File: src/hdl/cfg_port_pkg.sv
// Constants shared by the serial configuration port and its output serialiser.
package cfg_port_pkg;

    // Serial word layout: address first, then data, most significant bit first.
    localparam int unsigned WORD_BITS = 24;
    localparam int unsigned ADDR_BITS = 8;
    localparam int unsigned DATA_BITS = 16;
    localparam int unsigned CNT_W     = 5;
    localparam logic [4:0]  LAST_BIT  = 5'h17;
    localparam int unsigned ADDR_MSB  = 23;
    localparam int unsigned ADDR_LSB  = 16;

    // Power register address and the position of its power-down field.
    localparam logic [7:0]  PWR_REG_ADDR = 8'h0F;
    localparam int unsigned PWR_PD_BIT   = 9;

    // Sample output: four channels, two lanes each, four bits per lane per frame.
    localparam int unsigned CHANNELS      = 4;
    localparam int unsigned LANES         = 8;
    localparam int unsigned SAMPLE_BITS   = 8;
    localparam int unsigned BITS_PER_LANE = 4;
    localparam logic [1:0]  PHASE_LAST    = 2'h3;
    localparam logic [1:0]  PHASE_HALF    = 2'h2;

    // Reset values of the pins seen through the synchroniser.
    localparam logic [4:0]  PIN_RST_VAL = 5'h0A;
    localparam int unsigned PIN_SCLK    = 0;
    localparam int unsigned PIN_SEL_N   = 1;
    localparam int unsigned PIN_SERIAL_IN_LINE   = 2;
    localparam int unsigned PIN_PRST_N  = 3;
    localparam int unsigned PIN_PD      = 4;

    // Word assembly states, Gray coded along idle, shift, ignore.
    typedef enum logic [1:0] {
        ST_IDLE   = 2'b00,
        ST_SHIFT  = 2'b01,
        ST_IGNORE = 2'b11
    } word_state_t;

endpackage

File: src/hdl/pin_sync.sv
// Two-stage synchroniser for a group of pins from outside the MCLK domain.
`timescale 1ns/100ps
module pin_sync #(
    parameter int unsigned W       = 1,
    parameter logic [W-1:0] RST_VAL = '0
) (
    // Clock, reset and enable.
    input  wire logic         clk,
    input  wire logic         rst_n,
    input  wire logic         ce,
    // Raw pins and synchronised copies.
    input  wire logic [W-1:0] d,
    output logic      [W-1:0] q
);

    // First stage; read only by the second stage.
    logic [W-1:0] meta_r;

    // Both stages advance together; the reset value keeps pins idle.
    always_ff @(posedge clk) begin
        if (!rst_n) begin
            meta_r <= RST_VAL;
            q      <= RST_VAL;
        end else if (ce) begin
            meta_r <= d;
            q      <= meta_r;
        end
    end

endmodule

File: src/hdl/cfg_serial_port.sv
// Serial configuration port with word assembly, power control and lane serialiser.
`timescale 1ns/100ps
// Overview of operation
// - Shift bits only while select is low.
// - Sample data on each rising serial clock.
// - Every 24th rising edge writes the word.
// - Each 24-bit group is its own write.
// - Optionally ignore bits beyond first 24.
// - First eight bits are register address.
// - Next sixteen bits are register data.
// - Capture uses edges only, not duty cycle.
// - Port reset pin resets serial logic.
// - Drive bit clock, frame clock, eight lanes.
module cfg_serial_port (
    // Clock, reset and enable.
    input  wire logic        MCLK,
    input  wire logic        RESET_N,
    input  wire logic        CE,
    // Serial configuration pins from the host.
    input  wire logic        SCLK,
    input  wire logic        PORT_SELECT_N,
    input  wire logic        SERIAL_IN_LINE,
    input  wire logic        PORT_RESET_N,
    input  wire logic        POWERDOWN_INPUT,
    // Same-domain strap choosing single-word transfers.
    input  wire logic        ONE_WORD_MODE,
    // Register write port towards the configuration registers.
    output logic             WR_STROBE,
    output logic [7:0]       WR_ADDR,
    output logic [15:0]      WR_DATA,
    // Status.
    output logic             BUSY,
    output logic             INIT_DONE,
    // Sample input and serial sample outputs, positive legs.
    input  wire logic [31:0] SAMPLE_IN,
    output logic             BIT_CLOCK_OUT_P,
    output logic             FRAME_CLOCK_OUT_P,
    output logic [7:0]       LANE_OUT_P
);

    ////////////////////////////////////////////////////////////////////////////
    // Pin synchronisation.

    // Synchronised copies of all asynchronous pins.
    logic [4:0] pins_s;

    pin_sync #(
        .W       (5),
        .RST_VAL (cfg_port_pkg::PIN_RST_VAL)
    ) u_pin_sync (
        .clk   (MCLK),
        .rst_n (RESET_N),
        .ce    (CE),
        .d     ({POWERDOWN_INPUT, PORT_RESET_N, SERIAL_IN_LINE, PORT_SELECT_N, SCLK}),
        .q     (pins_s)
    );

    // Named views of the synchronised pins.
    wire sclk_s   = pins_s[cfg_port_pkg::PIN_SCLK];
    wire sel_n_s  = pins_s[cfg_port_pkg::PIN_SEL_N];
    wire serial_in_line_s  = pins_s[cfg_port_pkg::PIN_SERIAL_IN_LINE];
    wire prst_n_s = pins_s[cfg_port_pkg::PIN_PRST_N];
    wire pd_s     = pins_s[cfg_port_pkg::PIN_PD];

    ////////////////////////////////////////////////////////////////////////////
    // Serial clock edge detection.

    // Previous synchronised serial clock and power-down levels.
    logic sclk_prev_r;
    logic pd_prev_r;

    // Only the rising transition counts, so any high/low ratio works.
    wire sclk_rise = sclk_s & ~sclk_prev_r;
    wire pd_fall   = pd_prev_r & ~pd_s;
    // Serial logic is held in reset by either reset source.
    wire port_rst  = ~RESET_N | ~prst_n_s;

    // Edge history; cleared by chip reset only so no edge is invented.
    always_ff @(posedge MCLK) begin
        if (!RESET_N) begin
            sclk_prev_r <= 1'b0;
            pd_prev_r   <= 1'b0;
        end else if (CE) begin
            sclk_prev_r <= sclk_s;
            pd_prev_r   <= pd_s;
        end
    end

    ////////////////////////////////////////////////////////////////////////////
    // Word assembly.

    cfg_port_pkg::word_state_t state_r, state_nxt;

    // Shift register and bit counter of the word under assembly.
    logic [23:0] shift_r;
    logic [23:0] shift_nxt;
    logic [4:0]  cnt_r;
    logic [4:0]  cnt_nxt;

    // New bit enters at the bottom: first bit ends at the top.
    wire [23:0] shift_in  = {shift_r[22:0], serial_in_line_s};
    wire        selected  = ~sel_n_s;
    wire        take_bit  = selected & sclk_rise;
    wire        word_done = take_bit & (cnt_r == cfg_port_pkg::LAST_BIT);
    // Write strobe fires only from the shift state.
    wire        write_go  = word_done & (state_r == cfg_port_pkg::ST_SHIFT);

    // Next-state logic of the word assembler.
    always_comb begin
        state_nxt = state_r;
        shift_nxt = shift_r;
        cnt_nxt   = cnt_r;
        unique case (state_r)
            // Wait for select; a fresh word always starts at bit zero.
            cfg_port_pkg::ST_IDLE: begin
                cnt_nxt = '0;
                if (selected) begin
                    state_nxt = cfg_port_pkg::ST_SHIFT;
                    if (sclk_rise) begin
                        shift_nxt = shift_in;
                        cnt_nxt   = 5'h01;
                    end
                end
            end
            // Collect bits; deselect drops whatever is partial.
            cfg_port_pkg::ST_SHIFT: begin
                if (!selected) begin
                    state_nxt = cfg_port_pkg::ST_IDLE;
                    cnt_nxt   = '0;
                end else if (word_done) begin
                    shift_nxt = shift_in;
                    cnt_nxt   = '0;
                    if (ONE_WORD_MODE) begin
                        state_nxt = cfg_port_pkg::ST_IGNORE;
                    end
                end else if (take_bit) begin
                    shift_nxt = shift_in;
                    cnt_nxt   = cnt_r + 5'h01;
                end
            end
            // Excess bits are dropped until select rises.
            cfg_port_pkg::ST_IGNORE: begin
                cnt_nxt = '0;
                if (!selected) begin
                    state_nxt = cfg_port_pkg::ST_IDLE;
                end
            end
            // Unused code recovers to idle.
            default: begin
                state_nxt = cfg_port_pkg::ST_IDLE;
                cnt_nxt   = '0;
            end
        endcase
    end

    // Assembler registers, cleared by either reset source.
    always_ff @(posedge MCLK) begin
        if (port_rst) begin
            state_r <= cfg_port_pkg::ST_IDLE;
            shift_r <= '0;
            cnt_r   <= '0;
        end else if (CE) begin
            state_r <= state_nxt;
            shift_r <= shift_nxt;
            cnt_r   <= cnt_nxt;
        end
    end

    ////////////////////////////////////////////////////////////////////////////
    // Register write port.

    // Top eight bits address the register, low sixteen carry the value.
    wire [7:0]  word_addr = shift_in[cfg_port_pkg::ADDR_MSB:cfg_port_pkg::ADDR_LSB];
    wire [15:0] word_data = shift_in[15:0];

    // Strobe lasts one cycle; address and data hold until the next write or either reset source.
    always_ff @(posedge MCLK) begin
        if (port_rst) begin
            WR_STROBE <= 1'b0;
            WR_ADDR   <= '0;
            WR_DATA   <= '0;
        end else if (CE) begin
            WR_STROBE <= write_go;
            if (write_go) begin
                WR_ADDR <= word_addr;
                WR_DATA <= word_data;
            end
        end
    end

    // Busy while a word is partly received.
    assign BUSY = (state_r == cfg_port_pkg::ST_SHIFT) & (cnt_r != '0);

    ////////////////////////////////////////////////////////////////////////////
    // Power control.

    // Serial power-down field, set and cleared by writes to the power register.
    logic spi_pd_r;
    logic init_r;

    wire pwr_write = write_go & (word_addr == cfg_port_pkg::PWR_REG_ADDR);
    // Sample outputs stay quiet while either power-down source is active; the write port keeps working.
    wire powered_dn = pd_s | spi_pd_r;

    // Initialisation is done once the pin pulse ends or power-down is written.
    always_ff @(posedge MCLK) begin
        if (!RESET_N) begin
            spi_pd_r <= 1'b0;
            init_r   <= 1'b0;
        end else if (CE) begin
            if (pwr_write) begin
                spi_pd_r <= word_data[cfg_port_pkg::PWR_PD_BIT];
            end
            if (pd_fall | (pwr_write & word_data[cfg_port_pkg::PWR_PD_BIT])) begin
                init_r <= 1'b1;
            end
        end
    end

    assign INIT_DONE = init_r;

    ////////////////////////////////////////////////////////////////////////////
    // Sample serialiser.

    // Frame phase, bit clock and lane shift registers.
    logic [1:0]      phase_r;
    logic            bclk_r;
    logic            fclk_r;
    logic [7:0][3:0] lane_r;
    logic [7:0][3:0] lane_load;

    // Lane A takes a channel's upper nibble, lane B its lower nibble.
    for (genvar ch = 0; ch < cfg_port_pkg::CHANNELS; ch++) begin : g_lane
        assign lane_load[2*ch]   = SAMPLE_IN[ch*8+7 -: 4];
        assign lane_load[2*ch+1] = SAMPLE_IN[ch*8+3 -: 4];
    end

    wire       frame_start = (phase_r == cfg_port_pkg::PHASE_LAST);
    wire [1:0] phase_nxt   = phase_r + 2'h1;

    // One bit per MCLK, i.e. per bit clock edge; a frame is one 8-bit sample.
    always_ff @(posedge MCLK) begin
        if (!RESET_N || powered_dn) begin
            phase_r <= cfg_port_pkg::PHASE_LAST;
            bclk_r  <= 1'b0;
            fclk_r  <= 1'b0;
            lane_r  <= '0;
        end else if (CE) begin
            phase_r <= phase_nxt;
            bclk_r  <= ~bclk_r;
            fclk_r  <= (phase_nxt < cfg_port_pkg::PHASE_HALF);
            if (frame_start) begin
                lane_r <= lane_load;
            end else begin
                for (int l = 0; l < cfg_port_pkg::LANES; l++) begin
                    lane_r[l] <= {lane_r[l][2:0], 1'b0};
                end
            end
        end
    end

    // Each lane sends its most significant bit first.
    for (genvar l = 0; l < cfg_port_pkg::LANES; l++) begin : g_out
        assign LANE_OUT_P[l] = lane_r[l][3];
    end

    assign BIT_CLOCK_OUT_P   = bclk_r;
    assign FRAME_CLOCK_OUT_P = fclk_r;

endmodule

File: config.mk
export PLATFORM = sky130hd
export DESIGN_NAME = cfg_serial_port
export DESIGN_NICKNAME = d
export VERILOG_FILES = /design/src/hdl/cfg_port_pkg.sv /design/src/hdl/pin_sync.sv /design/src/hdl/cfg_serial_port.sv
export SDC_FILE = /design/constraint.sdc
export NUM_CORES = 1
export LEC_CHECK = 0
export ABC_AREA = 1
export BUFFER_PORTS_ARGS = -buffer_cell sky130_fd_sc_hd__buf_4
export CORE_AREA = 2 2 100 102
export CTS_CLUSTER_SIZE = 8
export DETAILED_ROUTE_END_ITERATION = 7
export DIE_AREA = 0 0 102 104
export PLACE_DENSITY = 0.73
export SYNTH_ARGS = -nofsm -noshare
export SYNTH_HDL_FRONTEND = slang
export SYNTH_SLANG_ARGS = --single-unit
File: constraint.sdc
create_clock -name MCLK -period 3.46 [get_ports MCLK]
set_clock_uncertainty 0.2 [all_clocks]
set_input_delay 0.346 -clock MCLK [delete_from_list [all_inputs] [get_ports MCLK]]
set_output_delay 0.346 -clock MCLK [all_outputs]
set_load 0.01 [all_outputs]
; Word level (Yosys, flattened, before mapping)
; Index checks and enable logic that the tools add are counted.
[word_totals]
register_bits = 105
out_inout_bits = 37
wordCells = 86
[op_classes]
n_addsub = 2
order_cmp = 1
eq_ne = 13
mux = 19
bitwise_logic = 17
reduce_logical = 11
[op_table]
columns = cell, count
row1 = 23-bit two-way mux, 5
row2 = 23-bit case mux with 2 select lines, 1
row3 = 32-bit two-way mux, 1
row4 = 5-bit two-way mux, 3
row5 = 2-bit two-way mux, 5
row6 = 5-bit case mux with 2 select lines, 1
row7 = 1-bit bitwise AND, 8
row8 = "8-bit by 4-bit == test with 1-bit output, second input constant", 1
row9 = 2-bit AND reduction, 4
row10 = "2-bit inequality test, second input constant", 3
row11 = "3-bit by 2-bit inequality test with 1-bit output, second input constant", 2
row12 = 1-bit NOT, 6
row13 = 2-bit case mux with 3 select lines, 1
row14 = 6-bit AND reduction, 1
row15 = "5-bit by 1-bit adder with 5-bit output, second input constant", 1
row16 = "5-bit == test, second input constant", 1
row17 = 5-bit AND reduction, 1
row18 = 5-bit nonzero test, 1
row19 = "2-bit == test, second input constant", 2
row20 = "4-bit by 3-bit inequality test with 1-bit output, second input constant", 1
row21 = "3-bit inequality test, second input constant", 1
row22 = 1-bit bitwise OR, 3
row23 = "2-bit by 1-bit adder with 2-bit output, second input constant", 1
row24 = "2-bit by 1-bit == test with 1-bit output, second input constant", 1
row25 = other kinds (7), 8

; Depth between registers and ports, before layout
[logic_depth]
depth_word = 9
mapped_depth = 10

; Modules after synthesis
; A second synthesis with hierarchy kept.
[unflattened]
cells_unflattened = 562
area_unflattened_um2 = 4274.1
[modules_own_cells]
columns = mod, instances, cells_each, area_each_um2, seq_area_each_um2
row1 = cfg_serial_port, 1, 506, 3876.2, 1901.8
row2 = pin_sync, 1, 56, 397.9, 200.2

; Worst setup path after synthesis
; OpenSTA, ideal clock, no wires.
[synth_timing]
path_type = reg-to-reg
start = register cnt_r[0]
end = register WR_DATA[9]
setup_time_ns = 0.070
arrival_ns = 1.336
required_time_ns = 3.190
path_slack_ns = 1.854
path_stages_with_launch = 9
n_path_buf = 1
synth_period_minus_slack_ns = 1.606
path_cell_list = dfxtp_1 > ha_1 > nand2_1 > nor2_1 > nand2_2 > nor3_4 > buf_2 > nand2_1 > a21oi_1
[synth_via]
elab_chain_len = 4
[synth_rtl]
columns = element, line
row1 = "start, declared", cfg_serial_port.sv:97  ; logic [4:0] cnt_r;
row2 = "start signal, assigned", cfg_serial_port.sv:165  ; cnt_r <= cnt_nxt;
row3 = 5-bit == test, cfg_serial_port.sv:104  ; wire word_done = take_bit & (cnt_r == cfg_port_pkg::LAST_BIT);
row4 = 1-bit bitwise AND, cfg_serial_port.sv:104
row5 = 1-bit bitwise AND, cfg_serial_port.sv:106  ; wire write_go = word_done & (state_r == cfg_port_pkg::ST_SHIFT);
row6 = 2-bit AND reduction (no line), --
row7 = "end signal, assigned", cfg_serial_port.sv:186  ; WR_DATA <= word_data;
row8 = "end, declared", cfg_serial_port.sv:30  ; output logic [15:0] WR_DATA,
; No other way between the ends.
; A chain may end at the register's enable or synchronous reset.

; Worst setup path in the final report
[layout_timing]
start = register cnt_r[0]
end = register WR_DATA[0]
; Same word-level chain as after synthesis.

==> flow_summary.toml <==
[status]
status = "complete, no violations"

[placed_design]
globalplace.congestion = 0.847
hpwl_mm = 5.98
port_buffers = 77
place_ws_ps = 1380
placed_cell_area_sq_um = 4770
dp.cells = 724

[clock_network]
root_buffer = "clkbuf_8"
tritoncts = "yes"
clock-sinks = 105
postCtsHoldBufs = 18
clkSlewWorstSetupHoldPaths_ps = 110
cts_setup_buffers = 0
clockBufferDepth = 2
numCtsBuffers = 9
clk_latency_ps = 380
h-tree-depth = 3
cts_resized = 0

[floorplanning]
die-area_sq_um = 10600
rows = 36
die_w_um = 102
start_util = 0.441
core_area_sq_um = 9550
die_h_um = 104
io_pins = 78

[setup_path]
start_kind = "flip-flop"
crit_arrival_ps = 2210
endpoint_kind = "flip-flop"
critPathKind = "reg -> reg"
crit_required_ps = 3560
critPathMaxFanout = 24

[route]
detail-route-antenna-nets = 0
routed_wl_mm = 9.11
viasPerCell = 4.95
drcViolationCount = 0
wl_per_cell_um = 12.0
drtIter0Drc = 152
dr.pass1.iters = 4
dr_total_vias = 3751

[timing]
rsz0062_at_grt = "no"
fin_hold_ws_ps = 17.0
finalCritPeriodShare = 0.608
min_period_ps = 2100
setup_viol = 0
fin_ws_ps = 1360
slew_viol_final = 0
slew_headroom = 0.508
max_freq_mhz = 475
setup-tns-final_ps = 0
worstMarginPinSlew_ps = 736
hold_violations = 0

[cells_and_area]
final_area_sq_um = 5150
multi_input_area_sq_um = 1780
area_growth_pct = 22.4
antennaDiodeCount = 0
final-seq-area_sq_um = 2100
layoutNonFillerInstCount = 758
fillers = 930
final_util = 0.539
nets = 664
drive_above_1_share = 0.186

[global_route]
grt_pass1_vias = 3552
grt_max_degree = 52
gr-total-overflow = 0
antenna_found_initial = 0
grt_pass1_wl_mm = 15.7
track_usage = 0.180

[power]
total_power_mw = 2.32
p_leak_nw = 2.26
p_per_area_nw_per_um2 = 450
vdd_drop_max_mv = 0.185

[synth]
synth_seq_cells = 105
ys.warnings.count = 0
synth_area_sq_um = 4210
ys_types = 33
syn_inst = 549
syn-num-nets = 593
syn_avg_cell_area_sq_um = 7.66
yosysSeqAreaShare = 0.500

[worst_hold_path]
holdCritPathClass = "in -> reg"

[flow_run]
cap_violations = 0
## routing by layer
metal  GRT usage  vias to the layer above  wire, um
li1            -                     1934         -
met5           0                        -         0
met1       0.230                     1722      4210
met2       0.294                       84      4340
met4      0.0676                        0       171
met3      0.0417                       11       394
## logic make-up after synthesis
group	share of synthesized area
adders and majority gates	0.00892
and+or+nand+nor	0.224
AOI/OAI and AO/OA	0.186
xor gates and xnor gates	0.00416
buffers and inverters	0.0770
DFF	0.500
## final timing paths
| check | startpoint | depth (start not counted) | slack (ps) | endpoint |
|---|---|---|---|---|
| max | cnt_r[0] | 7 | 1360 | WR_DATA[0] |
| max reg2reg | cnt_r[0] | 7 | 1360 | WR_DATA[0] |
| min | SAMPLE_IN[11] | 3 | 20 | LANE_OUT_P[3] |
| min reg2reg | u_pin_sync.q[3] | 2 | 270 | u_pin_sync.q[3] |
## placed cells by master (no fill, tap or decap), drive strengths merged, types with 2 or more instances in the layout
master	count
a21oi	70
buf	83
clkbuf	10
clkinv	2
dfxtp	105
dlygate4sd3	18
ha	3
inv	25
nand2	75
nand3	16
nand4	3
nor2	125
nor3	3
o21ai	81
xnor2	2
## synth_stat cells
master,count,area share
buf_8,1,0.0036
or2_2,1,0.0015
nor2_1,118,0.11
a21oi_1,69,0.082
nor2_2,5,0.0074
nor3b_1,1,0.0018
nor3_1,1,0.0012
nand2_1,71,0.063
inv_1,18,0.016
clkinv_1,1,0.00089
nand4_1,3,0.0045
buf_6,2,0.0054
o21ai_0,72,0.086
buf_1,1,0.00089
dfxtp_1,105,0.50
o21ai_1,9,0.011
a21oi_4,1,0.0039
nand2_4,1,0.0027
a21o_1,1,0.0018
buf_4,8,0.014
nor2_4,2,0.0054
clkbuf_2,1,0.0012
buf_2,10,0.012
nand3_1,16,0.019
clkbuf_1,17,0.015
nand2_2,3,0.0045
a41oi_1,1,0.0021
xnor2_1,2,0.0042
buf_12,1,0.0048
inv_6,1,0.0021
ha_1,3,0.0089
inv_2,1,0.00089
nor3_4,2,0.0077
## registers in the layout (all words and copies together), names as in the netlist, 2 cells and up
name	cells
WR_ADDR	8
lane_r	24
u_pin_sync.meta_r	5
shift_r	23
WR_DATA	16
cnt_r	5
u_pin_sync.q	5
phase_r	2
LANE_OUT_P	8
state_r	2
## report_power, final
group          internal (mW)  switching [mW]
combinational          0.121           0.161
clock                  0.303           0.445
sequential              1.26          0.0301
total                   1.68           0.636
## critical path: stages, from the launching register on
cell and delay [ps]:
dfxtp_1 390, ha_1 180, nand2_1 90, nor2_1 170, nand2_2 130, nor3_4 580
o21ai_0 160, nor2_1 120
## final cells by class
type,count,area share
Inverter,21,0.0163
Clock inverter,6,0.0121
Clock buffer,10,0.0267
Tap cell,133,0.0323
Sequential cell,105,0.408
Timing Repair Buffer,101,0.158
Multi-Input combinational cell,382,0.346
(Power assumes the default switching activity.)
